### config.mk
export PLATFORM = sky130hd
export DESIGN_NAME = adcch_channel
export DESIGN_NICKNAME = d
export VERILOG_FILES = /design/src/hw/adcch_pkg.sv /design/src/hw/adcch_channel.sv
export SDC_FILE = /design/constraint.sdc
export NUM_CORES = 1
export LEC_CHECK = 0
export ABC_AREA = 1
export BUFFER_PORTS_ARGS = -buffer_cell sky130_fd_sc_hd__clkbuf_2
export CAP_MARGIN = 25
export CORE_MARGIN = 1.5
export CORE_UTILIZATION = 50
export DETAILED_ROUTE_END_ITERATION = 10
export GPL_TIMING_DRIVEN = 0
export PLACE_DENSITY = 0.76
export SYNTH_ARGS = -nofsm -noshare
export SYNTH_HDL_FRONTEND = slang
export SYNTH_SLANG_ARGS = --single-unit
### constraint.sdc
create_clock -name i_clk -period 2.7 [get_ports i_clk]
set_clock_uncertainty 0.2 [all_clocks]
set_input_delay 0.81 -clock i_clk [delete_from_list [all_inputs] [get_ports i_clk]]
set_output_delay 0.81 -clock i_clk [all_outputs]
set_load 0.02 [all_outputs]
### src/hw/adcch_pkg.sv
// adcch_pkg: register map, field layout and types of one converter channel.
// assumes a 32-bit apb slave, one register per aligned word, byte address = 4 * index.
package adcch_pkg;
   localparam int ADDR_W = 6;
   localparam int IDX_W = 4;
   // register indexes
   localparam logic [IDX_W-1:0] IDX_CTRL = 4'h0;
   localparam logic [IDX_W-1:0] IDX_INPUT_SEL = 4'h1;
   localparam logic [IDX_W-1:0] IDX_IRQ_CTRL = 4'h2;
   localparam logic [IDX_W-1:0] IDX_IRQ_FLAG = 4'h3;
   localparam logic [IDX_W-1:0] IDX_RESULT_LOW = 4'h4;
   localparam logic [IDX_W-1:0] IDX_RESULT_HIGH = 4'h5;
   localparam logic [IDX_W-1:0] IDX_CONFIG = 4'h8;
   localparam logic [IDX_W-1:0] IDX_THRESHOLD = 4'h9;
   localparam logic [IDX_W-1:0] IDX_ROUTE_STAT = 4'hA;
   // writable masks, reserved bits stay zero
   localparam logic [7:0] MASK_CTRL = 8'h03;
   localparam logic [7:0] MASK_INPUT_SEL = 8'h7F;
   localparam logic [7:0] MASK_IRQ_CTRL = 8'h0F;
   localparam logic [7:0] MASK_CONFIG = 8'h07;
   // field positions
   localparam int POS_LSB = 3;
   localparam int NEG_LSB = 0;
   localparam int COND_LSB = 2;
   localparam int LVL_LSB = 0;
   localparam int FLAG_BIT = 0;
   localparam int CFG_SIGNED_BIT = 0;
   localparam int CFG_RES_LSB = 1;
   // reset values
   localparam logic [7:0] RST_REG8 = 8'h00;
   localparam logic [15:0] RST_THRESHOLD = 16'h0000;
   localparam logic [31:0] RD_ZERO = 32'h0000_0000;

   typedef enum logic [1:0] {
      ADCCH_KIND_INTERNAL = 2'b00,
      ADCCH_KIND_SINGLE = 2'b01,
      ADCCH_KIND_TWO_PIN = 2'b10,
      ADCCH_KIND_TWO_PIN_AMP = 2'b11
   } adcch_kind_e;

   typedef enum logic [1:0] {
      ADCCH_COND_COMPLETE = 2'b00,
      ADCCH_COND_BELOW = 2'b01,
      ADCCH_COND_RSVD = 2'b10,
      ADCCH_COND_ABOVE = 2'b11
   } adcch_cond_e;

   typedef enum logic [1:0] {
      ADCCH_RES_12_RIGHT = 2'b00,
      ADCCH_RES_8 = 2'b01,
      ADCCH_RES_12_LEFT = 2'b10,
      ADCCH_RES_RSVD = 2'b11
   } adcch_res_e;

   typedef enum logic [1:0] {
      ADCCH_NEG_PIN = 2'b00,
      ADCCH_NEG_PAD_GND = 2'b01,
      ADCCH_NEG_INNER_GND = 2'b11,
      ADCCH_NEG_NONE = 2'b10
   } adcch_neg_e;

   localparam logic [3:0] INT_TEMP = 4'b0000;
   localparam logic [3:0] INT_BANDGAP = 4'b0001;
   localparam logic [3:0] INT_SUPPLY_TENTH = 4'b0010;

   typedef struct packed {
      logic valid;
      logic pos_internal;
      logic [3:0] pos_index;
      logic neg_used;
      adcch_neg_e neg_kind;
      logic [2:0] neg_pin;
      logic gain_en;
   } adcch_route_s;

   typedef struct packed {
      logic psel;
      logic penable;
      logic pwrite;
      logic [ADDR_W-1:0] paddr;
      logic [31:0] pwdata;
   } adcch_apb_req_s;
endpackage : adcch_pkg

### src/hw/adcch_channel.sv
// adcch_channel: one converter channel, input routing, compare flag, result pair.
// assumes a 25 MHz apb clock; converter result and vector ack arrive on that clock.
//
// The APB register port is this design's own decision.
`timescale 1ns/1ns
module adcch_channel #(
   parameter int CONV_W = 12
) (
   input wire logic i_clk,
   input wire logic i_rst_b,
   input wire logic i_psel,
   input wire logic i_penable,
   input wire logic i_pwrite,
   input wire logic [adcch_pkg::ADDR_W-1:0] i_paddr,
   input wire logic [31:0] i_pwdata,
   output logic o_pready,
   output logic o_pslverr,
   output logic [31:0] o_prdata,
   input wire logic i_conv_done,
   input wire logic [CONV_W-1:0] i_conv_data,
   input wire logic i_vector_ack,
   output adcch_pkg::adcch_route_s o_route,
   output logic o_irq_req,
   output logic [1:0] o_irq_level
);
   ////////////////////////////////////////////////////////////////////////////
   // reset release
   logic rst_meta_ff;
   logic rst_b_ff;
   always_ff @(posedge i_clk or negedge i_rst_b) begin
      if (!i_rst_b) begin
         rst_meta_ff <= 1'b0;
         rst_b_ff <= 1'b0;
      end else begin
         rst_meta_ff <= 1'b1;
         rst_b_ff <= rst_meta_ff;
      end
   end

   ////////////////////////////////////////////////////////////////////////////
   // registers
   logic [7:0] ctrl_ff, nxt_ctrl;
   logic [7:0] input_sel_ff, nxt_input_sel;
   logic [7:0] irq_ctrl_ff, nxt_irq_ctrl;
   logic [7:0] config_ff, nxt_config;
   logic [15:0] threshold_ff, nxt_threshold;
   logic flag_ff, nxt_flag;
   logic [15:0] result_ff, nxt_result;
   logic [7:0] high_temp_ff, nxt_high_temp;
   logic [31:0] prdata_ff, nxt_prdata;
   logic slverr_ff, nxt_slverr;

   adcch_pkg::adcch_apb_req_s req;
   logic setup;
   logic wr_acc;
   logic [adcch_pkg::IDX_W-1:0] idx;
   logic mapped;
   logic [7:0] wbyte;

   assign req = '{psel: i_psel, penable: i_penable, pwrite: i_pwrite,
                  paddr: i_paddr, pwdata: i_pwdata};
   assign setup = req.psel && !req.penable;
   assign wr_acc = req.psel && req.penable && req.pwrite;
   assign idx = req.paddr[adcch_pkg::ADDR_W-1:2];
   assign wbyte = req.pwdata[7:0];

   always_comb begin
      case (idx)
         adcch_pkg::IDX_CTRL, adcch_pkg::IDX_INPUT_SEL, adcch_pkg::IDX_IRQ_CTRL,
         adcch_pkg::IDX_IRQ_FLAG, adcch_pkg::IDX_RESULT_LOW,
         adcch_pkg::IDX_RESULT_HIGH, adcch_pkg::IDX_CONFIG,
         adcch_pkg::IDX_THRESHOLD, adcch_pkg::IDX_ROUTE_STAT: mapped = 1'b1;
         default: mapped = 1'b0;
      endcase
   end

   ////////////////////////////////////////////////////////////////////////////
   // configuration fields
   adcch_pkg::adcch_kind_e kind;
   adcch_pkg::adcch_cond_e cond;
   adcch_pkg::adcch_res_e res_mode;
   logic signed_mode;
   logic [3:0] pos_sel;
   logic [2:0] neg_sel;
   logic [1:0] level;

   assign kind = adcch_pkg::adcch_kind_e'(ctrl_ff[1:0]);
   assign pos_sel = input_sel_ff[adcch_pkg::POS_LSB +: 4];
   assign neg_sel = input_sel_ff[adcch_pkg::NEG_LSB +: 3];
   assign cond = adcch_pkg::adcch_cond_e'(irq_ctrl_ff[adcch_pkg::COND_LSB +: 2]);
   assign level = irq_ctrl_ff[adcch_pkg::LVL_LSB +: 2];
   assign signed_mode = config_ff[adcch_pkg::CFG_SIGNED_BIT];
   assign res_mode = adcch_pkg::adcch_res_e'(config_ff[adcch_pkg::CFG_RES_LSB +: 2]);

   ////////////////////////////////////////////////////////////////////////////
   // input routing
   adcch_pkg::adcch_route_s route;
   logic two_pin;

   assign two_pin = signed_mode && kind[1];

   always_comb begin
      route = '{valid: 1'b0, pos_internal: 1'b0, pos_index: pos_sel, neg_used: 1'b0,
                neg_kind: adcch_pkg::ADCCH_NEG_NONE, neg_pin: 3'b000, gain_en: 1'b0};
      case (kind)
         adcch_pkg::ADCCH_KIND_INTERNAL: begin
            route.pos_internal = 1'b1;
            route.valid = (pos_sel == adcch_pkg::INT_TEMP) ||
                          (pos_sel == adcch_pkg::INT_BANDGAP) ||
                          (pos_sel == adcch_pkg::INT_SUPPLY_TENTH);
         end
         adcch_pkg::ADCCH_KIND_SINGLE: route.valid = 1'b1;
         adcch_pkg::ADCCH_KIND_TWO_PIN: begin
            route.neg_used = 1'b1;
            route.valid = signed_mode;
            case (neg_sel)
               3'b101: route.neg_kind = adcch_pkg::ADCCH_NEG_PAD_GND;
               3'b111: route.neg_kind = adcch_pkg::ADCCH_NEG_INNER_GND;
               3'b100, 3'b110: route.valid = 1'b0;
               default: begin
                  route.neg_kind = adcch_pkg::ADCCH_NEG_PIN;
                  route.neg_pin = neg_sel;
               end
            endcase
         end
         default: begin
            route.neg_used = 1'b1;
            route.gain_en = 1'b1;
            route.valid = signed_mode && !pos_sel[3];
            case (neg_sel)
               3'b100: route.neg_kind = adcch_pkg::ADCCH_NEG_INNER_GND;
               3'b111: route.neg_kind = adcch_pkg::ADCCH_NEG_PAD_GND;
               3'b101, 3'b110: route.valid = 1'b0;
               default: begin
                  route.neg_kind = adcch_pkg::ADCCH_NEG_PIN;
                  route.neg_pin = {1'b1, neg_sel[1:0]};
               end
            endcase
         end
      endcase
      if (!two_pin) begin
         route.neg_used = 1'b0;
         route.neg_kind = adcch_pkg::ADCCH_NEG_NONE;
         route.neg_pin = 3'b000;
         route.gain_en = 1'b0;
      end
   end

   ////////////////////////////////////////////////////////////////////////////
   // result formatting and compare
   logic [15:0] fmt_result;
   logic meets;
   logic below;
   logic above;

   always_comb begin
      case (res_mode)
         adcch_pkg::ADCCH_RES_8: begin
            fmt_result = {{8{signed_mode && i_conv_data[7]}}, i_conv_data[7:0]};
         end
         adcch_pkg::ADCCH_RES_12_LEFT: begin
            fmt_result = {i_conv_data[11:4], i_conv_data[3:0], 4'h0};
         end
         default: begin
            fmt_result = {{4{two_pin && i_conv_data[11]}}, i_conv_data[11:0]};
         end
      endcase
      if (signed_mode) begin
         below = $signed(fmt_result) < $signed(threshold_ff);
         above = $signed(fmt_result) > $signed(threshold_ff);
      end else begin
         below = fmt_result < threshold_ff;
         above = fmt_result > threshold_ff;
      end
      case (cond)
         adcch_pkg::ADCCH_COND_COMPLETE: meets = 1'b1;
         adcch_pkg::ADCCH_COND_BELOW: meets = below;
         adcch_pkg::ADCCH_COND_ABOVE: meets = above;
         default: meets = 1'b0;
      endcase
   end

   ////////////////////////////////////////////////////////////////////////////
   // register next state
   logic flag_set;
   logic flag_clr;

   assign flag_set = i_conv_done && meets;
   assign flag_clr = i_vector_ack ||
                     (wr_acc && idx == adcch_pkg::IDX_IRQ_FLAG &&
                      wbyte[adcch_pkg::FLAG_BIT]);

   always_comb begin
      nxt_ctrl = ctrl_ff;
      nxt_input_sel = input_sel_ff;
      nxt_irq_ctrl = irq_ctrl_ff;
      nxt_config = config_ff;
      nxt_threshold = threshold_ff;
      nxt_result = i_conv_done ? fmt_result : result_ff;
      nxt_high_temp = high_temp_ff;
      nxt_flag = flag_set ? 1'b1 : (flag_clr ? 1'b0 : flag_ff);
      if (wr_acc) begin
         case (idx)
            adcch_pkg::IDX_CTRL: nxt_ctrl = wbyte & adcch_pkg::MASK_CTRL;
            adcch_pkg::IDX_INPUT_SEL: nxt_input_sel = wbyte & adcch_pkg::MASK_INPUT_SEL;
            adcch_pkg::IDX_IRQ_CTRL: nxt_irq_ctrl = wbyte & adcch_pkg::MASK_IRQ_CTRL;
            adcch_pkg::IDX_CONFIG: nxt_config = wbyte & adcch_pkg::MASK_CONFIG;
            adcch_pkg::IDX_THRESHOLD: nxt_threshold = req.pwdata[15:0];
            default: nxt_ctrl = ctrl_ff;
         endcase
      end
      // low byte read latches high byte for a 16-bit pair, coherent unless a conversion ends in the read's setup cycle
      if (req.psel && req.penable && !req.pwrite && idx == adcch_pkg::IDX_RESULT_LOW) begin
         nxt_high_temp = result_ff[15:8];
      end
   end

   ////////////////////////////////////////////////////////////////////////////
   // read data, prepared in the setup cycle
   always_comb begin
      nxt_prdata = prdata_ff;
      nxt_slverr = 1'b0;
      if (setup) begin
         nxt_slverr = !mapped;
         case (idx)
            adcch_pkg::IDX_CTRL: nxt_prdata = {24'h00_0000, ctrl_ff};
            adcch_pkg::IDX_INPUT_SEL: nxt_prdata = {24'h00_0000, input_sel_ff};
            adcch_pkg::IDX_IRQ_CTRL: nxt_prdata = {24'h00_0000, irq_ctrl_ff};
            adcch_pkg::IDX_IRQ_FLAG: nxt_prdata = {31'h0000_0000, flag_ff};
            adcch_pkg::IDX_RESULT_LOW: nxt_prdata = {24'h00_0000, result_ff[7:0]};
            adcch_pkg::IDX_RESULT_HIGH: nxt_prdata = {24'h00_0000, high_temp_ff};
            adcch_pkg::IDX_CONFIG: nxt_prdata = {24'h00_0000, config_ff};
            adcch_pkg::IDX_THRESHOLD: nxt_prdata = {16'h0000, threshold_ff};
            adcch_pkg::IDX_ROUTE_STAT: nxt_prdata = {19'h0_0000, route};
            default: nxt_prdata = adcch_pkg::RD_ZERO;
         endcase
      end
   end

   always_ff @(posedge i_clk or negedge rst_b_ff) begin
      if (!rst_b_ff) begin
         ctrl_ff <= adcch_pkg::RST_REG8;
         input_sel_ff <= adcch_pkg::RST_REG8;
         irq_ctrl_ff <= adcch_pkg::RST_REG8;
         config_ff <= adcch_pkg::RST_REG8;
         threshold_ff <= adcch_pkg::RST_THRESHOLD;
         flag_ff <= 1'b0;
         result_ff <= adcch_pkg::RST_THRESHOLD;
         high_temp_ff <= adcch_pkg::RST_REG8;
         prdata_ff <= adcch_pkg::RD_ZERO;
         slverr_ff <= 1'b0;
      end else begin
         ctrl_ff <= nxt_ctrl;
         input_sel_ff <= nxt_input_sel;
         irq_ctrl_ff <= nxt_irq_ctrl;
         config_ff <= nxt_config;
         threshold_ff <= nxt_threshold;
         flag_ff <= nxt_flag;
         result_ff <= nxt_result;
         high_temp_ff <= nxt_high_temp;
         prdata_ff <= nxt_prdata;
         slverr_ff <= nxt_slverr;
      end
   end

   ////////////////////////////////////////////////////////////////////////////
   // outputs
   assign o_pready = 1'b1;
   assign o_pslverr = slverr_ff && req.psel && req.penable;
   assign o_prdata = prdata_ff;
   assign o_route = route;
   assign o_irq_level = level;
   assign o_irq_req = flag_ff && (level != 2'b00);

   ////////////////////////////////////////////////////////////////////////////
   // checks
   flag_set_a: assert property (@(posedge i_clk) disable iff (!rst_b_ff)
      (i_conv_done && cond == adcch_pkg::ADCCH_COND_COMPLETE) |=> flag_ff)
      else $error("flag not set on conversion end");
   cmp_gate_a: assert property (@(posedge i_clk) disable iff (!rst_b_ff)
      (!flag_ff && i_conv_done && cond == adcch_pkg::ADCCH_COND_ABOVE && !above)
      |=> !flag_ff)
      else $error("flag set without compare hit");
   cmp_below_a: assert property (@(posedge i_clk) disable iff (!rst_b_ff)
      (!flag_ff && i_conv_done && cond == adcch_pkg::ADCCH_COND_BELOW && !below)
      |=> !flag_ff)
      else $error("flag set without below hit");
   cond_rsvd_a: assert property (@(posedge i_clk) disable iff (!rst_b_ff)
      (!flag_ff && i_conv_done && cond == adcch_pkg::ADCCH_COND_RSVD) |=> !flag_ff)
      else $error("reserved condition set flag");
   pair_latch_a: assert property (@(posedge i_clk) disable iff (!rst_b_ff)
      (req.psel && req.penable && !req.pwrite && idx == adcch_pkg::IDX_RESULT_LOW)
      |=> high_temp_ff == $past(result_ff[15:8]))
      else $error("high byte not latched on low read");
   flag_w1c_a: assert property (@(posedge i_clk) disable iff (!rst_b_ff)
      (wr_acc && idx == adcch_pkg::IDX_IRQ_FLAG && wbyte[0] && !i_conv_done) |=> !flag_ff)
      else $error("write one did not clear flag");
   flag_w0_a: assert property (@(posedge i_clk) disable iff (!rst_b_ff)
      (flag_ff && wr_acc && idx == adcch_pkg::IDX_IRQ_FLAG && !wbyte[0] && !i_vector_ack)
      |=> flag_ff)
      else $error("write zero cleared flag");
   vec_clear_a: assert property (@(posedge i_clk) disable iff (!rst_b_ff)
      (i_vector_ack && !i_conv_done) |=> !flag_ff ##1 (!flag_ff || $past(i_conv_done)))
      else $error("vector did not clear flag");
   irq_raise_a: assert property (@(posedge i_clk) disable iff (!rst_b_ff)
      ($rose(flag_ff) && level != 2'b00) |-> o_irq_req && o_irq_level == level)
      else $error("request missing for set flag");
   irq_off_a: assert property (@(posedge i_clk) disable iff (!rst_b_ff)
      (level == 2'b00) |-> !o_irq_req)
      else $error("request with level zero");
   amp_pos_a: assert property (@(posedge i_clk) disable iff (!rst_b_ff)
      (kind == adcch_pkg::ADCCH_KIND_TWO_PIN_AMP && pos_sel[3]) |-> !o_route.valid)
      else $error("amplified top code accepted");
   neg_unused_a: assert property (@(posedge i_clk) disable iff (!rst_b_ff)
      (!kind[1]) |-> !o_route.neg_used && !o_route.gain_en)
      else $error("negative select used in one pin kind");
   unsigned_rsvd_a: assert property (@(posedge i_clk) disable iff (!rst_b_ff)
      (!signed_mode && kind[1]) |-> !o_route.valid)
      else $error("reserved kind accepted unsigned");
   sign_ext_a: assert property (@(posedge i_clk) disable iff (!rst_b_ff)
      (i_conv_done && res_mode == adcch_pkg::ADCCH_RES_12_RIGHT)
      |=> result_ff[15:12] == {4{$past(two_pin) && $past(i_conv_data[11])}})
      else $error("high nibble not sign extended");
endmodule : adcch_channel

Word level (Yosys, flattened, before mapping) --
Memories as Yosys holds them, arrays and structs flattened. Index checks and enable logic that the tools add are counted.
Word-level totals: register bits 92, logic and storage cells 94, bits of input ports 57, memories kept 1, bits in read-only memories 16
Operators by class: equality and inequality tests 20, mux-type cells 19, reductions and logical operators 38, $lt $le $gt $ge 4
Memory list:
- (no name shown) | words 16, bits a word 1, rd ports 1, clocked after Yosys merged registers in 0, write ports 0, RTL line adcch_channel.sv:68 | case (idx)
Operators by type and width (number):
- case mux 16 bit (9 select lines) | 1
- greater-than comparator 16 bit | 2
- < comparator 16 bit | 2
- case mux 16 bit (2 select lines) | 1
- logical AND 1 bit | 15
- equality test 3 bit (second input constant) | 4
- equality test 4 x 2 -> 1 bit (second input constant) | 3
- equality test 4 bit (second input constant) | 3
- case mux 2 bit (3 select lines) | 2
- case mux 6 bit (2 select lines) | 1
- AND reduction 2 bit | 5
- 2-to-1 mux 1 bit | 9
- equality test 4 x 1 -> 1 bit (second input constant) | 2
- equality test 4 x 3 -> 1 bit (second input constant) | 2
- logical NOT 4 bit | 2
- 2-to-1 mux 7 bit | 1
- equality test 2 x 1 -> 1 bit (second input constant) | 3
- equality test 2 bit (second input constant) | 3
- 2-to-1 mux 3 bit | 2
- case mux 1 bit (3 select lines) | 2
- OR reduction 2 bit | 3
- logical NOT 1 bit | 4
- logical NOT 2 bit | 2
- nonzero test 2 bit | 2
- 3 further kinds | 5

Logic depth before layout (Yosys ltp) --
word-level depth 8, depth in mapped cells 19, depth with buffers taken out 18

Worst setup path after synthesis --
OpenSTA, ideal clock, no wires.
path type flip-flop to flip-flop, start point register config_ff[1], end point register flag_ff, data arrival time 2.242 ns, cell stages (with the launch flop) 17, period minus slack after synthesis 2.566 ns, setup slack 0.134 ns, data required time 2.376 ns, path through dfrtp_1 > inv_1 > ha_1 > buf_2 > inv_1 > a21oi_1 > a21oi_1 > ha_1 > nand2_1 > nor3_1 > nand2_1 > nand2_1 > nand2_1 > nand3_1 > nand2_1 > nand3_1 > nand2_1
On the way: word-level cells in the longest chain between the ends 7, elaborated cells between the ends (all ways) 13, those cells by class 4 x order compare; 2 x eq/ne; 5 x mux; 2 x reduce/logical
Ends and longest elaborated chain:
- from (decl) | RTL line adcch_channel.sv:45 | logic [7:0] config_ff, nxt_config;
- from (signal assigned) | RTL line adcch_channel.sv:245 | config_ff <= adcch_pkg::RST_REG8;
- from (signal assigned) | RTL line adcch_channel.sv:256 | config_ff <= nxt_config;
- equality test 2 bit / equality test 2 x 1 -> 1 bit (equally long branches) | RTL line adcch_channel.sv:157 | case (res_mode)
- case mux 16 bit (2 select lines) * | RTL line adcch_channel.sv:157
- net fmt_result[15] | RTL line adcch_channel.sv:151 | logic [15:0] fmt_result;
- greater-than comparator 16 bit, or another cell as far along | RTL line adcch_channel.sv:173 | above = fmt_result > threshold_ff;
- 2-to-1 mux 1 bit | RTL line adcch_channel.sv:168 | if (signed_mode) begin
- case mux 1 bit (3 select lines) * | RTL line adcch_channel.sv:175 | case (cond)
- logical AND 1 bit * | RTL line adcch_channel.sv:188 | assign flag_set = i_conv_done && meets;
- 2-to-1 mux 1 bit / nonzero test 2 bit (equally long branches)
- to (signal assigned) | RTL line adcch_channel.sv:258 | flag_ff <= nxt_flag;
- to (decl) | RTL line adcch_channel.sv:47 | logic flag_ff, nxt_flag;
Mark *: on every way through the listed nets, which the timed path passes. The rest lies on a longest branch. A chain may end at the register's enable or synchronous reset.

Worst setup path after layout --
start point register config_ff[2], end point register flag_ff
Same word-level chain as after synthesis.

==> flow_summary.json <==
{
  "routed-wl-met2_microns": 5580,
  "met3_length_microns": 1030,
  "violations": "setup timing",
  "port_buffers": 70,
  "critPathTopFamily": "simple AND/OR/NAND/NOR gates",
  "fin_crit_sh": 1.03,
  "place_congestion": 0.907,
  "drive_gt1_frac": 0.306,
  "final_cell_area_sq_um": 5390,
  "fin_crit_ps": 2790,
  "cts_tree": "yes",
  "synthAdderAreaFrac": 0.0521,
  "drc": 0,
  "ir_drop_mv": 0.349,
  "wl_microns": 12100,
  "hp-class": "input pin to async pin",
  "avgSynthCellArea_sq_um": 8.08,
  "clockRootBuffer": "clkbuf_8",
  "slew_headroom": 0.602,
  "antenna_found_initial": 0,
  "die_y_microns": 96.0,
  "final_common_cell": "nand2_1",
  "ctsHoldBuffers": 0,
  "hold_viol": 0,
  "grt_pass1_wl_microns": 18800,
  "routed.top_layer": "met4",
  "max_freq_mhz": 359,
  "arrival_ps": 2830,
  "maxCapViolations": 0,
  "overflow": 0,
  "grt_pass1_vias": 3682,
  "synth_top_family_by_area": "compound AO/OA/AOI/OAI gates",
  "synthDistinctLibCells": 36,
  "path_class": "register to register",
  "numCtsBuffers": 9,
  "ys_seq_elements": 76,
  "grt_start_max_net_pins": 56,
  "vias": 4081,
  "cp-end-kind": "register",
  "dr.pass1.iters": 5,
  "pwr_density_cell_nw_per_um2": 622,
  "dp_cells": 727,
  "coreArea_sq_um": 8300,
  "routedWlPerCell_microns": 16.0,
  "ioPinCount": 107,
  "synth-compound-area-share": 0.185,
  "die_x_microns": 96.0,
  "slew_viol_final": 0,
  "async_flop_share": 1.00,
  "drtIter0Drc": 312,
  "synth_ff_type": "dfrtp_1",
  "hpwl_microns": 9160,
  "dieArea_sq_um": 9210,
  "viasPerCell": 5.41,
  "drtAntennaViolNets": 0,
  "track_usage": 0.277,
  "clk_pin_slew_worst_paths_ps": 90,
  "nNetsFinal": 720,
  "status": "complete, but fails checks",
  "antenna_cells": 0,
  "cts_sinks": 76,
  "crit_chain": "inv_1 > ha_2 > inv_1 > nor3_4 > inv_2 > a21oi_2 > ha_1 > nand2_2 > o21ai_0 > a21oi_2 > nand2_1 > nand2_1 > nand4_1 > nand3_2 > nand2_2",
  "max_slew.worst_pin.slew_ps": 596,
  "clkLatencyLatePin_ps": 370,
  "setup_slack_ps": -87.4,
  "postPlaceCellArea_sq_um": 4890,
  "yosysWarnings": 0,
  "finalSetupViolations": 4,
  "crit_buf_inv": 3,
  "wirelength_met1_microns": 5220,
  "mostFrequentLayoutCells": "nand2_1, dfrtp_1, inv_1",
  "clk_path_buf_depth": 2,
  "yosys.area_share.simple": 0.183,
  "cp_slowest_cell": "dfrtp_1",
  "power_mw": 3.35,
  "crit_path_start_kind": "register",
  "yosysSeqAreaShare": 0.440,
  "synth_xor_area_frac": 0,
  "h-tree-depth": 3,
  "layout.cells.non_filler": 755,
  "area_growth_pct": 24.7,
  "path_max_fanout": 5,
  "synthCells": 535,
  "synth_edf_count": 0,
  "synth_area_sq_um": 4320,
  "fp-row-count": 33,
  "fin_util": 0.649,
  "rsz0062_at_grt": "yes",
  "muxShareOfSynthArea": 0.00782,
  "initial_utilization": 0.521,
  "critPathMaxStageDelay_ps": 430,
  "worstPathRequired_ps": 2750,
  "p_leak_nw": 2.78
}
-- synth_stat cells (6+ instances only) --
master | instances | area (sq um)
nor2_1 | 36 | 135
nand2_1 | 122 | 458
inv_2 | 7 | 26.3
o21ai_2 | 21 | 184
a21oi_1 | 32 | 160
inv_1 | 78 | 293
o221ai_1 | 7 | 61.3
nor3_1 | 8 | 40.0
ha_1 | 18 | 225
o22ai_1 | 10 | 62.6
buf_4 | 24 | 180
nand3_1 | 12 | 60.1
dfrtp_1 | 76 | 1900
o211ai_1 | 6 | 45.0
o21ai_0 | 35 | 175
-- through the flow --
stage / setup TNS, ps / hold slack [ps] / setup WS [ps]
after floorplan: 0 / 131 / 134
after global placement: -40640 / 138 / -548
after detailed placement: -459 / 22.0 / -459
after CTS: -26.4 / 9.48 / -26.4
after global routing: -618 / -3.11 / -235
final: -151 / 4.79 / -87.4
-- flip-flops by register name, summed over array words and instances (netlist names) --
register,count
irq_ctrl_ff,4
high_temp_ff,8
config_ff,3
input_sel_ff,7
flag_ff,1
threshold_ff,16
result_ff,16
ctrl_ff,2
rst_meta_ff,1
rst_b_ff,1
slverr_ff,1
o_prdata,16
-- repair_timing --
action / CTS / global route
gates resized for setup: 28 / 17
pin swaps: 9 / 8
setup buffers: 5 / 7
endpoints found under the setup margin: 1 / 4
-- cell type report --
type | instances | area, sq um
clock inverter | 5 | 66.3
multi-input combinational | 356 | 2070
buffer | 34 | 253
tap | 105 | 131
sequential | 76 | 1910
clock buffer | 11 | 151
fill | 721 | 2910
timing repair buffer | 83 | 470
inverter | 85 | 335
-- final timing paths --
check,startpoint,end,slack (ps),depth (start not counted)
worst max-delay path,config_ff[2],flag_ff,-90,15
worst min-delay path,i_rst_b,rst_meta_ff,5,1
worst max register to register,config_ff[2],flag_ff,-90,15
worst min register to register,rst_b_ff,high_temp_ff[6],10,0
max in group asynchronous,rst_b_ff,config_ff[0],1710,1
min in group i_clk,rst_meta_ff,rst_b_ff,170,0
-- per-layer routing --
layer / GRT usage / up-vias
met1: 0.388 / 1898
met4: 0.0956 / 0
li1: - / 1938
met5: 0 / -
met3: 0.0521 / 29
met2: 0.428 / 216
-- kinds of logic after synthesis --
logic type | after synthesis
buffers and inverters | 119
other | 2
muxes | 3
AOI/OAI and AO/OA | 127
adders and majority gates | 18
and+or+nand+nor | 190
DFF | 76
-- power breakdown --
part	total [mW]	switching (mW)	leakage, nW	internal [mW]
Sequential	1.39	0.109	0.963	1.28
Clock	0.946	0.456	0.108	0.490
Combinational	1.01	0.627	1.71	0.388
No activity file was read; power rests on OpenSTA's default activity.
